<file path="src/verilog/ncopb_pkg.sv">
// Purpose: Constants and types for the channel A oscillator preset bank
// Assumes: Byte-wide register port, byte addresses, lowest byte holds bits 7:0
// Notes: Each preset takes two 4-byte slots: tuning word, then phase offset
package ncopb_pkg;
   localparam int ADDR_W = 15;
   localparam int DATA_W = 8;
   localparam int PRESETS = 3;
   localparam int WORD_W = 32;
   localparam int PHASE_W = 16;
   localparam int SLOT_BYTES = 4;
   localparam logic [ADDR_W-1:0] ADDR_TUNING0 = 15'h0220;
   localparam logic [ADDR_W-1:0] ADDR_PHASE0 = 15'h0224;
   localparam logic [ADDR_W-1:0] ADDR_TUNING1 = 15'h0228;
   localparam logic [ADDR_W-1:0] ADDR_PHASE1 = 15'h022C;
   localparam logic [ADDR_W-1:0] ADDR_TUNING2 = 15'h0230;
   localparam logic [ADDR_W-1:0] ADDR_PHASE2 = 15'h0234;
   localparam logic [ADDR_W-1:0] BANK_BYTES = 15'h0018;
   localparam logic [WORD_W-1:0] TUNING_RESET = 32'hC0000000;
   localparam logic [PHASE_W-1:0] PHASE_RESET = 16'h0000;
   localparam logic [WORD_W-1:0] ACC_RESET = 32'h00000000;
   localparam logic [DATA_W-1:0] RDATA_RESET = 8'h00;
   localparam int PHASE_SHIFT = WORD_W - PHASE_W;

   typedef struct packed {
      logic [ADDR_W-1:0] addr;
      logic [DATA_W-1:0] wdata;
      logic wr;
      logic rd;
   } ncopb_req_t;

   typedef struct packed {
      logic [PRESETS-1:0][WORD_W-1:0] tuning;
      logic [PRESETS-1:0][PHASE_W-1:0] phase;
      logic [WORD_W-1:0] acc;
      logic [WORD_W-1:0] phase_out;
      logic [DATA_W-1:0] rdata;
   } ncopb_state_t;
endpackage : ncopb_pkg

</file>
<file path="src/verilog/ncopb_bank.sv">
// Purpose: Channel A oscillator preset bank with phase accumulator
// Assumes: sample_en marks each sample clock; preset_sel chosen elsewhere
// Notes: Register reads answer one cycle after reg.rd with bits from flops
`timescale 1ns/1ns
`default_nettype none
module ncopb_bank (
   input wire logic clk_sys,
   input wire logic rst,
   input wire ncopb_pkg::ncopb_req_t reg_req,
   output logic [ncopb_pkg::DATA_W-1:0] reg_rdata,
   input wire logic sample_en,
   input wire logic phase_init,
   input wire logic [1:0] preset_sel,
   output logic [ncopb_pkg::WORD_W-1:0] nco_phase
);
   ncopb_pkg::ncopb_state_t st;
   ncopb_pkg::ncopb_state_t next_st;
   logic [ncopb_pkg::ADDR_W-1:0] offset;
   logic in_bank;
   logic [2:0] slot;
   logic [1:0] sel_idx;
   logic [ncopb_pkg::WORD_W-1:0] sel_word;
   logic [ncopb_pkg::WORD_W-1:0] sel_offset;
   logic [ncopb_pkg::PRESETS-1:0] hit_tuning;
   logic [ncopb_pkg::PRESETS-1:0] hit_phase;

   assign offset = reg_req.addr - ncopb_pkg::ADDR_TUNING0;
   assign in_bank = (reg_req.addr >= ncopb_pkg::ADDR_TUNING0) && (offset < ncopb_pkg::BANK_BYTES);
   assign slot = offset[4:2];
   // Code 3 names a preset outside this bank, so it falls back to preset 0
   assign sel_idx = (preset_sel < 2'(ncopb_pkg::PRESETS)) ? preset_sel : 2'h0;
   assign sel_word = st.tuning[sel_idx];
   assign sel_offset = {st.phase[sel_idx], 16'h0000};

   // Phase bytes +2/+3 never hit, so writes there fall away and reads give zero
   for (genvar p = 0; p < ncopb_pkg::PRESETS; p++) begin : g_preset
      assign hit_tuning[p] = in_bank && (slot == 3'(2 * p));
      assign hit_phase[p] = in_bank && (slot == 3'(2 * p + 1)) && !offset[1];
   end

   always_comb begin
      next_st = st;
      for (int p = 0; p < ncopb_pkg::PRESETS; p++) begin
         if (reg_req.wr && hit_tuning[p]) begin
            next_st.tuning[p][8*offset[1:0] +: 8] = reg_req.wdata;
         end
         if (reg_req.wr && hit_phase[p]) begin
            next_st.phase[p][8*offset[0] +: 8] = reg_req.wdata;
         end
      end
      if (reg_req.rd) begin
         next_st.rdata = 8'h00;
         if (in_bank && !slot[0]) begin
            next_st.rdata = st.tuning[slot[2:1]][8*offset[1:0] +: 8];
         end else if (in_bank && !offset[1]) begin
            next_st.rdata = st.phase[slot[2:1]][8*offset[0] +: 8];
         end
      end
      // A new tuning word simply joins the running sum; nothing realigns it
      if (phase_init) begin
         next_st.acc = ncopb_pkg::ACC_RESET;
      end else if (sample_en) begin
         next_st.acc = st.acc + sel_word;
      end
      if (sample_en) begin
         next_st.phase_out = st.acc + sel_offset;
      end
   end

   always_ff @(posedge clk_sys or posedge rst) begin
      if (rst) begin
         st.tuning <= {ncopb_pkg::PRESETS{ncopb_pkg::TUNING_RESET}};
         st.phase <= {ncopb_pkg::PRESETS{ncopb_pkg::PHASE_RESET}};
         st.acc <= ncopb_pkg::ACC_RESET;
         st.phase_out <= ncopb_pkg::ACC_RESET;
         st.rdata <= ncopb_pkg::RDATA_RESET;
      end else begin
         st <= next_st;
      end
   end

   assign reg_rdata = st.rdata;
   assign nco_phase = st.phase_out;

   // Oscillator side
   a_acc_advance: assert property (@(posedge clk_sys) disable iff (rst)
      sample_en && !phase_init
      |=> st.acc == $past(st.acc) + $past(sel_word))
      else $error("accumulator did not advance by tuning word");

   a_acc_hold: assert property (@(posedge clk_sys) disable iff (rst)
      !sample_en && !phase_init
      |=> $stable(st.acc))
      else $error("accumulator moved without a sample");

   a_init_clears: assert property (@(posedge clk_sys) disable iff (rst)
      phase_init
      |=> st.acc == ncopb_pkg::ACC_RESET)
      else $error("accumulator not cleared by init");

   a_sel_fallback: assert property (@(posedge clk_sys) disable iff (rst)
      sample_en && !phase_init && preset_sel == 2'h3
      |=> st.acc == $past(st.acc) + $past(st.tuning[0]))
      else $error("unused select code did not fall back to preset 0");

   a_no_realign: assert property (@(posedge clk_sys) disable iff (rst)
      reg_req.wr && in_bank && !sample_en && !phase_init
      |=> $stable(st.acc))
      else $error("tuning write disturbed accumulator");

   a_retune_runs: assert property (@(posedge clk_sys) disable iff (rst)
      reg_req.wr && in_bank && sample_en && !phase_init
      |=> st.acc == $past(st.acc) + $past(sel_word))
      else $error("running retune did not keep the sum going");

   a_phase_sum: assert property (@(posedge clk_sys) disable iff (rst)
      sample_en
      |=> nco_phase == $past(st.acc) + {$past(st.phase[sel_idx]), 16'h0000})
      else $error("phase output not accumulator plus offset");

   a_phase_hold: assert property (@(posedge clk_sys) disable iff (rst)
      !sample_en
      |=> $stable(nco_phase))
      else $error("phase output moved without a sample");

   a_phase_low_kept: assert property (@(posedge clk_sys) disable iff (rst)
      sample_en
      |=> nco_phase[15:0] == $past(st.acc[15:0]))
      else $error("phase offset touched lower half");

   a_phase_turns: assert property (@(posedge clk_sys) disable iff (rst)
      sample_en
      |=> nco_phase[31:16] == 16'($past(st.acc[31:16]) + $past(st.phase[sel_idx])))
      else $error("phase offset did not wrap modulo one turn");

   // Register side
   a_reset_values: assert property (@(posedge clk_sys) disable iff (rst)
      $past(rst)
      |-> st.tuning[1] == 32'hC0000000 && st.phase[2] == 16'h0000 && reg_rdata == 8'h00)
      else $error("reset values wrong");

   a_tuning_write: assert property (@(posedge clk_sys) disable iff (rst)
      reg_req.wr && reg_req.addr == 15'h0233
      |=> st.tuning[2][31:24] == $past(reg_req.wdata))
      else $error("tuning byte write lost");

   a_tuning_hold: assert property (@(posedge clk_sys) disable iff (rst)
      !reg_req.wr
      |=> $stable(st.tuning))
      else $error("tuning word changed without a write");

   a_phase_write: assert property (@(posedge clk_sys) disable iff (rst)
      reg_req.wr && reg_req.addr == 15'h0225
      |=> st.phase[0][15:8] == $past(reg_req.wdata))
      else $error("phase byte write lost");

   a_phase_upper_zero: assert property (@(posedge clk_sys) disable iff (rst)
      reg_req.rd && reg_req.addr == 15'h022E
      |=> reg_rdata == 8'h00)
      else $error("unused phase byte not zero");

   a_refused_byte: assert property (@(posedge clk_sys) disable iff (rst)
      reg_req.wr && reg_req.addr == 15'h0226
      |=> $stable(st.phase))
      else $error("write to unused phase byte landed");

   a_phase_reg_hold: assert property (@(posedge clk_sys) disable iff (rst)
      !reg_req.wr
      |=> $stable(st.phase))
      else $error("phase register changed without a write");

   a_map_decode: assert property (@(posedge clk_sys) disable iff (rst)
      reg_req.rd && reg_req.addr == 15'h022C
      |=> reg_rdata == $past(st.phase[1][7:0]))
      else $error("phase preset 1 decode wrong");

   a_unmapped_zero: assert property (@(posedge clk_sys) disable iff (rst)
      reg_req.rd && reg_req.addr == 15'h0238
      |=> reg_rdata == 8'h00)
      else $error("unmapped address read nonzero");

   a_map_tuning2: assert property (@(posedge clk_sys) disable iff (rst)
      reg_req.rd && reg_req.addr == 15'h0230
      |=> reg_rdata == $past(st.tuning[2][7:0]))
      else $error("tuning preset 2 decode wrong");

   a_phase0_read: assert property (@(posedge clk_sys) disable iff (rst)
      reg_req.rd && reg_req.addr == 15'h0225
      |=> reg_rdata == $past(st.phase[0][15:8]))
      else $error("phase preset 0 upper byte decode wrong");

   a_rdata_stands: assert property (@(posedge clk_sys) disable iff (rst)
      !reg_req.rd
      |=> $stable(reg_rdata))
      else $error("read data moved without a read");

   // Main scenarios for coverage
   c_tuning_write: cover property (@(posedge clk_sys) disable iff (rst)
      reg_req.wr && reg_req.addr == 15'h0228);

   c_running_retune: cover property (@(posedge clk_sys) disable iff (rst)
      sample_en ##1 reg_req.wr && in_bank && !slot[0] ##1 sample_en);

   c_acc_wrap: cover property (@(posedge clk_sys) disable iff (rst)
      sample_en && !phase_init && (st.acc > st.acc + sel_word));

   c_init_then_run: cover property (@(posedge clk_sys) disable iff (rst)
      phase_init ##1 sample_en [*3]);

   c_sel_fallback: cover property (@(posedge clk_sys) disable iff (rst)
      sample_en && !phase_init && preset_sel == 2'h3);
endmodule : ncopb_bank
`default_nettype wire

</file>
<file path="config.mk">
export PLATFORM = sky130hd
export DESIGN_NAME = ncopb_bank
export DESIGN_NICKNAME = d
export VERILOG_FILES = /design/src/verilog/ncopb_pkg.sv /design/src/verilog/ncopb_bank.sv
export SDC_FILE = /design/constraint.sdc
export NUM_CORES = 1
export LEC_CHECK = 0
export ABC_AREA = 1
export BUFFER_PORTS_ARGS = -buffer_cell sky130_fd_sc_hd__clkbuf_2
export CORE_ASPECT_RATIO = 0.5
export CORE_MARGIN = 2
export CORE_UTILIZATION = 39
export CTS_BUF_LIST = sky130_fd_sc_hd__clkbuf_2
export DETAILED_ROUTE_END_ITERATION = 6
export PLACE_DENSITY = 0.51
export SKIP_CTS_REPAIR_TIMING = 1
export SYNTH_ARGS = -nofsm -noshare
export SYNTH_HDL_FRONTEND = slang
export SYNTH_SLANG_ARGS = --single-unit
export TNS_END_PERCENT = 1
</file>
<file path="constraint.sdc">
create_clock -name clk_sys -period 8.66 [get_ports clk_sys]
set_clock_uncertainty 0.05 [all_clocks]
set_input_delay 1.299 -clock clk_sys [delete_from_list [all_inputs] [get_ports clk_sys]]
set_output_delay 1.299 -clock clk_sys [all_outputs]
set_load 0.02 [all_outputs]
</file>
# Word level (Yosys, flattened, before mapping)
# Index checks and enable logic that the tools add are counted.
totals:
  input_bits: 31
  elab_cells: 71
  output_inout_bits: 40
  register_bits: 216
classes:
  magnitude_cmp: 5
  eq_ne: 5
  n_shift: 6
  reduce_logical: 22
  muxes: 19
  n_addsub: 5
ops:
  columns: ["op", "count"]
  rows:
  - ["$bmux 32 s2", 2]
  - ["$mux 32", 4]
  - ["$bwmux 32", 3]
  - ["$add 32x32->32", 2]
  - ["$bmux 16 s2", 2]
  - ["$bwmux 16", 3]
  - ["$neg 4->34", 1]
  - ["$neg 5->34", 1]
  - ["$shift 8x34->16 const A", 1]
  - ["$shift 8x34->32 const A", 1]
  - ["$shiftx 8x34->16", 1]
  - ["$shiftx 8x34->32", 1]
  - ["$mux 16", 2]
  - ["$shiftx 32x6->8", 1]
  - ["$logic_and 1x1->1", 18]
  - ["$mux 8", 2]
  - ["$shiftx 16x5->8", 1]
  - ["$ge 15x10->1 const B", 1]
  - ["$lt 15x5->1 const B", 1]
  - ["$sub 15x10->15 const B", 1]
  - ["$eq 3x2->1 const B", 2]
  - ["$eq 3x3->1 const B", 2]
  - ["$lt 2x3->1 const B", 2]
  - ["$eq 3x1->1 const B", 1]
  - ["other kinds (5)", 6]

# Logic depth before layout (Yosys ltp)
# Gate-level depths: netlist of run 1.
logic_depth:
  ltp_word: 7
  mapped_depth: 21
  ltp_nobuf: 19

# Least setup slack after synthesis of run 1
# OpenSTA, ideal clock, no wires.
synth_path:
  kind: "input port to flip-flop"
  start: "input preset_sel[1]"
  end: "register st[68] in the netlist's numbering"
  t_arrival_ns: 3.485
  n_path_buf: 2
  setup_ns: 0.118
  stages: 19
  slack_ns: 5.007
  path_cell_list: "inv_1 nand2_1 clkbuf_1 clkbuf_1 o21ai_0 o21ai_0 ha_1 inv_1 fa_1 inv_1 nand3_1 nand3_1 nand3_1 nand3_1 nand2_1 nand2_1 nand2_1 nand3_1 nand2_1"
synth_between:
  elab_chain_cells: 7
synth_rtl:
  columns: ["element", "line_no", "source"]
  rows:
  - ["start, declared", "ncopb_bank.sv:13", "input wire logic [1:0] preset_sel,"]
  - ["$lt 2x2->1", "ncopb_bank.sv:31", "assign sel_idx = (preset_sel < 2'(ncopb_pkg::PRESETS)) ? preset_sel : 2'h0;"]
  - ["$mux 2 (*)", "ncopb_bank.sv:31", null]
  - ["$bmux 32 s2 (*)", "ncopb_bank.sv:32", "assign sel_word = st.tuning[sel_idx];"]
  - ["$mux 32 (implied by the code) (*)", "ncopb_bank.sv:32", null]
  - ["$add 32x32->32 (*)", "ncopb_bank.sv:63", "next_st.acc = st.acc + sel_word;"]
  - ["$mux 32 (*)", "ncopb_bank.sv:62", "end else if (sample_en) begin"]
  - ["$mux 32 (*)", "ncopb_bank.sv:60", "if (phase_init) begin"]
  - ["end signal, assigned", "ncopb_bank.sv:78", "st <= next_st;"]
  - ["end, declared", "ncopb_bank.sv:16", "ncopb_pkg::ncopb_state_t st;"]
# Every way passes the cells marked *; elsewhere a longest branch is shown, timed or not. The select of a mux whose other input is x is not followed.
# A chain may end at the register's enable or synchronous reset.

# Worst setup path after layout of run 1
layout_path:
  start: "input preset_sel[1]"
  end: "register st[60] in the netlist's numbering"
# Same word-level chain as after synthesis.

==> metrics.cfg, run 1 <==
[sta]
rsz0062_at_grt = no
fmax_ghz = 0.232
relSlewSlack_pct = 28.2
setup_viol = 0
final.setup.tns_ns = 0
hold_viol = 0
period_share_pct = 49.9
tightest_slew_ns = 1.08
layout_min_cycle_time_ns = 4.32
final_max_slew_viol_count = 0

[floorplanning]
initial_utilization_pct = 40.1
die_height_um = 138
core_sq_um = 34900
dieArea_sq_um = 37500
num_rows = 48
io_pins = 71
die_w_um = 272

[critical_path]
cpMostUsedCell = nand3_1
reg2reg_setup_slack_ns = 5.65
crit_buf_inv = 7
worst-setup-path-type = in -> reg
cp_slowest_cell = buf_4
worstPathRequired_ns = 9.42
critical_path.top_delay_family = buffers and inverters
endpoint = st[60]
r2r_start = st[171]
critPathMaxStageDelay_ns = 0.56
path_cells = clkbuf_2, inv_1, nor2_4, buf_4, inv_1, buf_4, o21ai_0, ha_1, inv_1, fa_1, inv_1, nand3_1, nand3_1, nand3_1, nand3_1, nand2_1, nand2_1, nand2_1, nand3_1, nand2_1
r2r-end = st[64]
startpoint_type = input pin
critPathCaptureType = flip-flop
reg2reg_depth = 12
path_max_fanout = 49
crit_arrival_ns = 5.07
path_depth = 20
crit_start = preset_sel[1]

[finish]
final_util_pct = 42.7
area_growth_pct = 6.37
fillers = 3808
drive_gt1_share_pct = 9.72
seqCellArea_sq_um = 5410
final_cells = 2585
multiInputGateArea_sq_um = 6920
nets = 2150

[yosys]
syn_area_sq_um = 14000
yosysTopAreaCell = dfrtp_1
ys_seq_area_share_pct = 38.7
synth-main-ff-cell = dfrtp_1
yosysWarnings = 0
syn_nets = 2130
synth.area.top_cells = dfrtp_1 38%, nand2_1 17%, o21ai_0 10%, inv_1 7.2%, ha_1 4.6%
synth_edf_count = 0
synth_cell_type_count = 38
synth.avg_cell_area_sq_um = 6.84
postSynth.asyncResetShare_pct = 100
ys_ff_latch = 216
syn-instance-count = 2046
yosysTopAreaCellShare_pct = 37.6

[placement]
io_buffer_count = 70
dp_cells = 2486
dp_hpwl_mm = 35.5
gp_congestion = 0.908

[route]
drt_iter0_drc = 1327
final_antenna_net_count = 0
via_count = 13400
drc = 0
dr.pass1.iters = 5
wl_mm = 49.3
wl_per_cell_um = 19.1
vias_per_cell = 5.19

[clock_tree]
clkTransAtPathRegs_ns = 0.13
clockBufferDepth = 3
clock_latency_ns = 0.98
numCtsBuffers = 53
clkSinkCount = 216
cts_tree = yes
root_buffer = clkbuf_2
h-tree-depth = 2

[grt]
grt_max_degree = 169
grtUsageTotal_pct = 26.6
grt_pass1_vias = 12300
antenna_found_initial = 2
grt-ovfl-total = 0
grt_pass1_wl_mm = 75.0

[run]
max_cap_viol_count = 0

[min_path]
hold_path_class = in -> async

[pwr]
ir_drop_v = 0.0000786
leakage_nw = 7.77
p_per_area_nw_per_um2 = 213
total_power_mw = 3.18

[outcome]
status = finished, final reports clean

[report_power, final]
part,switching (mW),total (mW),internal [mW]
Clock,0.484,0.744,0.259
Sequential,0.0831,1.18,1.10
Combinational,0.857,1.25,0.394
Total,1.42,3.18,1.75
[per-layer routing]
metal  wire, um  vias to the layer above  track usage (%)  part of all wire (%)
met5          0                        -                0                     0
met4       1110                        0             7.11                   2.2
met1      24900                     6225             41.5                    50
met3       4690                       87             6.32                   9.5
met2      18700                      505             35.7                    38
li1           -                     6589                -                     -
[flip-flops by register name (all words and copies together) (netlist names)]
signal / flops
reg_rdata: 8
st: 176
nco_phase: 32
[how the worst min path moves through the flow]
stage	from	end	cells past startpoint
floorplan	nco_phase[10]	nco_phase[10]	2
global placement	nco_phase[17]	nco_phase[17]	2
global route	rst	st[125]	2
CTS	rst	st[110]	2
detailed placement	nco_phase[17]	nco_phase[17]	2
finish	rst	st[142]	2
[cell families after synthesis]
| kind of cell | Yosys count | share of synthesized area (%) |
|---|---|---|
| AO/OA/AOI/OAI | 448 | 16.7 |
| buffers and inverters | 389 | 12.0 |
| flip-flops | 216 | 38.7 |
| adder cells (fa/ha/maj) | 53 | 4.85 |
| XOR/XNOR | 17 | 1.06 |
| AND/OR/NAND/NOR | 923 | 26.8 |
[synth_stat cells, drive strengths merged, types with 3 or more instances]
library cell,n
nand3b,6
xnor2,15
a22oi,3
nor2,133
dfstp,6
dfrtp,210
o21ai,305
nor3,7
nand3,104
o211ai,8
ha,51
buf,75
clkbuf,40
clkinv,4
a21oi,101
nand4,14
inv,270
o221ai,5
nand2,656
o22ai,18
o21bai,3
[area by class of cell]
cell class | instances | area share, %
Antenna cell | 1 | 0.0168
Clock buffer | 84 | 2.82
Clock inverter | 14 | 0.429
Inverter | 274 | 6.96
Multi-Input combinational cell | 1441 | 46.5
Sequential cell | 216 | 36.4
Tap cell | 475 | 3.99
Timing Repair Buffer | 80 | 2.94
[metrics by stage]
step	hold slack (ns)	setup WS (ns)	instance area, sq um
2_1_floorplan	0.393	1.41	14000
3_3_place_gp	0.412	3.50	14400
3_5_place_dp	0.413	3.46	14400
4_1_cts	0.186	4.47	14900
5_1_grt	0.189	4.11	14900
6_report	0.274	4.34	14900
[cell usage in the layout, fill, tap and decap left out, types with 2 or more instances in the layout]
master / instances
nor2_1: 122
nand2_2: 8
a21oi_1: 101
a31oi_1: 2
a22oi_1: 3
nor3_1: 6
buf_4: 9
nor2_4: 4
ha_1: 51
fa_1: 2
dfrtp_1: 210
o21bai_1: 3
nor2_2: 7
clkinv_1: 13
dfstp_2: 6
clkinv_2: 2
inv_1: 266
o2111ai_1: 2
inv_2: 4
o21ai_0: 288
clkbuf_2: 154
o221ai_1: 5
o22ai_1: 18
nand3_2: 4
nand3b_1: 6
o21ai_1: 17
nand3_1: 100
nand4_1: 14
o211ai_1: 8
nand2_1: 648
xnor2_1: 15
or2_2: 2
xor2_1: 2
No activity file was read; power rests on OpenSTA's default activity.
==> run 2, diff against run 1 <==
--- a/config.mk
+++ b/config.mk
@@ -12,7 +12,7 @@
 export CORE_UTILIZATION = 39
 export CTS_BUF_LIST = sky130_fd_sc_hd__clkbuf_2
 export DETAILED_ROUTE_END_ITERATION = 6
-export PLACE_DENSITY = 0.51
+export PLACE_DENSITY = 0.53
 export SKIP_CTS_REPAIR_TIMING = 1
 export SYNTH_ARGS = -nofsm -noshare
 export SYNTH_HDL_FRONTEND = slang
==> constraint.sdc (replaced) <==
create_clock -name clk_sys -period 3.8 [get_ports clk_sys]
set_clock_uncertainty 0.05 [all_clocks]
set_input_delay 0.57 -clock clk_sys [delete_from_list [all_inputs] [get_ports clk_sys]]
set_output_delay 0.57 -clock clk_sys [all_outputs]
set_load 0.02 [all_outputs]
==> run 2 against run 1 <==
Sequential cell count unchanged. Combinational power grew 130%. Routed wire length decreased by 1.1%. Design area grew 2.7%. Critical path depth fell by 8. Via count increased by 0.25%. Register-to-register slack worse by 4.9 ns. Core utilization is 1.1 points higher. Die area stayed put. Hold slack got worse by 0.20 ns. Cell count is 1.7% higher. Total power up 130%. Critical path type is now reg -> reg.
==> metrics.cfg, run 2 (same netlist as run 1, synthesis figures left out) <==
[outcome]
status = finished, final reports clean

[sta]
relSlewSlack_pct = 35.0  ; +6.8 points
tightest_slew_ns = 0.965  ; -0.112 ns
rsz0062_at_grt = no
setup_viol = 0  ; unchanged
final_max_slew_viol_count = 0  ; unchanged
hold_viol = 0  ; unchanged
final.setup.tns_ns = 0  ; unchanged
layout_min_cycle_time_ns = 3.02
period_share_pct = 79.6
whs_ns = 0.0696  ; -0.204 ns
fmax_ghz = 0.331

[critical_path]
path_cells = o21ai_0, o21ai_0, ha_1, nand2_1, nor2_1, nand2_1, nor3_1, nand2_1, nand3_1, nand2_1, nand3_1, nand2_1
startpoint_type = flip-flop
cpMostUsedCell = nand2_1
worst-setup-path-type = reg -> reg
critical_path.top_delay_family = simple AND/OR/NAND/NOR gates
reg2reg_depth = 12  ; unchanged
r2r_start = st[169]
r2r-end = st[64]
crit_arrival_ns = 3.80  ; -1.27 ns
worstPathRequired_ns = 4.57  ; -4.85 ns
reg2reg_setup_slack_ns = 0.78  ; -4.87 ns
crit_buf_inv = 0  ; -7
path_max_fanout = 5  ; -90%
critPathMaxStageDelay_ns = 0.54  ; -0.02 ns
cp_slowest_cell = o21ai_0
critPathCaptureType = flip-flop

[route]
drc = 0  ; unchanged
dr.pass1.iters = 5  ; unchanged
via_count = 13400  ; +0.25%
drt_iter0_drc = 1302  ; -1.9%
wl_mm = 48.8  ; -1.1%
vias_per_cell = 5.11  ; -1.4%
final_antenna_net_count = 0  ; unchanged
wl_per_cell_um = 18.6  ; -2.7%

[pwr]
ir_drop_v = 0.000179  ; +130%
total_power_mw = 7.18  ; +130%
leakage_nw = 7.99  ; +2.8%
p_per_area_nw_per_um2 = 470  ; +120%

[clock_tree]
clockBufferDepth = 3  ; unchanged
h-tree-depth = 2  ; unchanged
clkTransAtPathRegs_ns = 0.12  ; about the same
clkSinkCount = 216  ; unchanged
cts_tree = yes
clock_latency_ns = 1.01  ; +0.03 ns
root_buffer = clkbuf_2
numCtsBuffers = 54  ; +1.9%

[floorplanning]
die_height_um = 138  ; unchanged
die_w_um = 272  ; unchanged
initial_utilization_pct = 40.1  ; unchanged
dieArea_sq_um = 37500  ; unchanged
io_pins = 71  ; unchanged
core_sq_um = 34900  ; unchanged
num_rows = 48  ; unchanged

[finish]
final_cell_mix = 648 x nand2_1, 288 x o21ai_0, 266 x inv_1
area_growth_pct = 9.20
final_util_pct = 43.8  ; +1.1 points
max_flop_register = st
nets = 2197  ; +2.2%
largest_reg_flops = 176  ; unchanged
layout_commonest_cell = nand2_1
drive_gt1_share_pct = 11.2  ; +1.4 points

[grt]
antenna_found_initial = 2  ; unchanged
grt-ovfl-total = 0  ; unchanged
grt_pass1_vias = 12700  ; +3.0%
grt_max_degree = 125  ; -26%
grt_pass1_wl_mm = 75.1  ; about the same
grtUsageTotal_pct = 26.5  ; -0.043 points

[min_path]
whs_endpoint = st[176]
min_from = reg_req[2]
hold_path_depth = 5
hold_path_class = in -> reg

[placement]
io_buffer_count = 70  ; unchanged
gp_congestion = 0.963  ; +6.1%
dp_hpwl_mm = 35.5  ; -0.21%

[run]
max_cap_viol_count = 0  ; unchanged

[run 2: cell types whose count changed in the layout (fill, tap and decap cells not counted), sizes merged]
cell,change
buf,+38
clkbuf,-3
clkinvlp,+1
diode,+1
dlygate4sd3,+8
inv,-2
[run 2: how the worst max path moves through the flow]
| stage | slack, ns | depth (start not counted) | from | to |
|---|---|---|---|---|
| after floorplan | 0.37 | 1 | rst | nco_phase[0] |
| after global placement | 0.29 | 16 | preset_sel[1] | st[64] |
| after detailed placement | 0.30 | 16 | preset_sel[1] | st[64] |
| after CTS | 0.93 | 12 | st[169] | st[64] |
| after global routing | 0.65 | 12 | st[169] | st[64] |
| final | 0.78 | 12 | st[169] | st[64] |
[run 2: cell type report]
cell class                      instances  area [sq um]
Inverter                              274          1030
Multi-Input combinational cell       1441          6920
Fill cell                            3738         19600
Timing Repair Buffer                  126           853
Tap cell                              475           594
Antenna cell                            2          5.00
Sequential cell                       216          5410
Clock buffer                           81           405
Clock inverter                         13          60.1
[run 2: layer usage]
metal / wire (um) / GRT usage [%]
met2: 19400 / 38.1
met4: 1070 / 7.33
met5: 0 / 0
met1: 24200 / 39.4
met3: 4100 / 6.27
[run 2: worst register-to-register path, delay by kind of cell, from the launching register on]
kind	cells	cell delay, ns
compound gates	2	0.87
fa+ha+maj	1	0.46
flops	1	0.40
simple gates	9	1.05
[run 2: report_power, final]
part	internal, mW	total (mW)	switching [mW]
Combinational	0.940	2.86	1.92
Sequential	2.50	2.70	0.194
Clock	0.569	1.63	1.06
Total	4.01	7.18	3.17
[run 2: metrics by stage]
step | area [sq um] | instances | worst slack (ns)
after detailed placement | 14700 | 2524 | 0.298
after CTS | 15200 | 2618 | 0.928
after floorplan | 14000 | 2046 | 0.373
after global placement | 14700 | 2524 | 0.286
final | 15300 | 2628 | 0.777
after global routing | 15300 | 2627 | 0.655
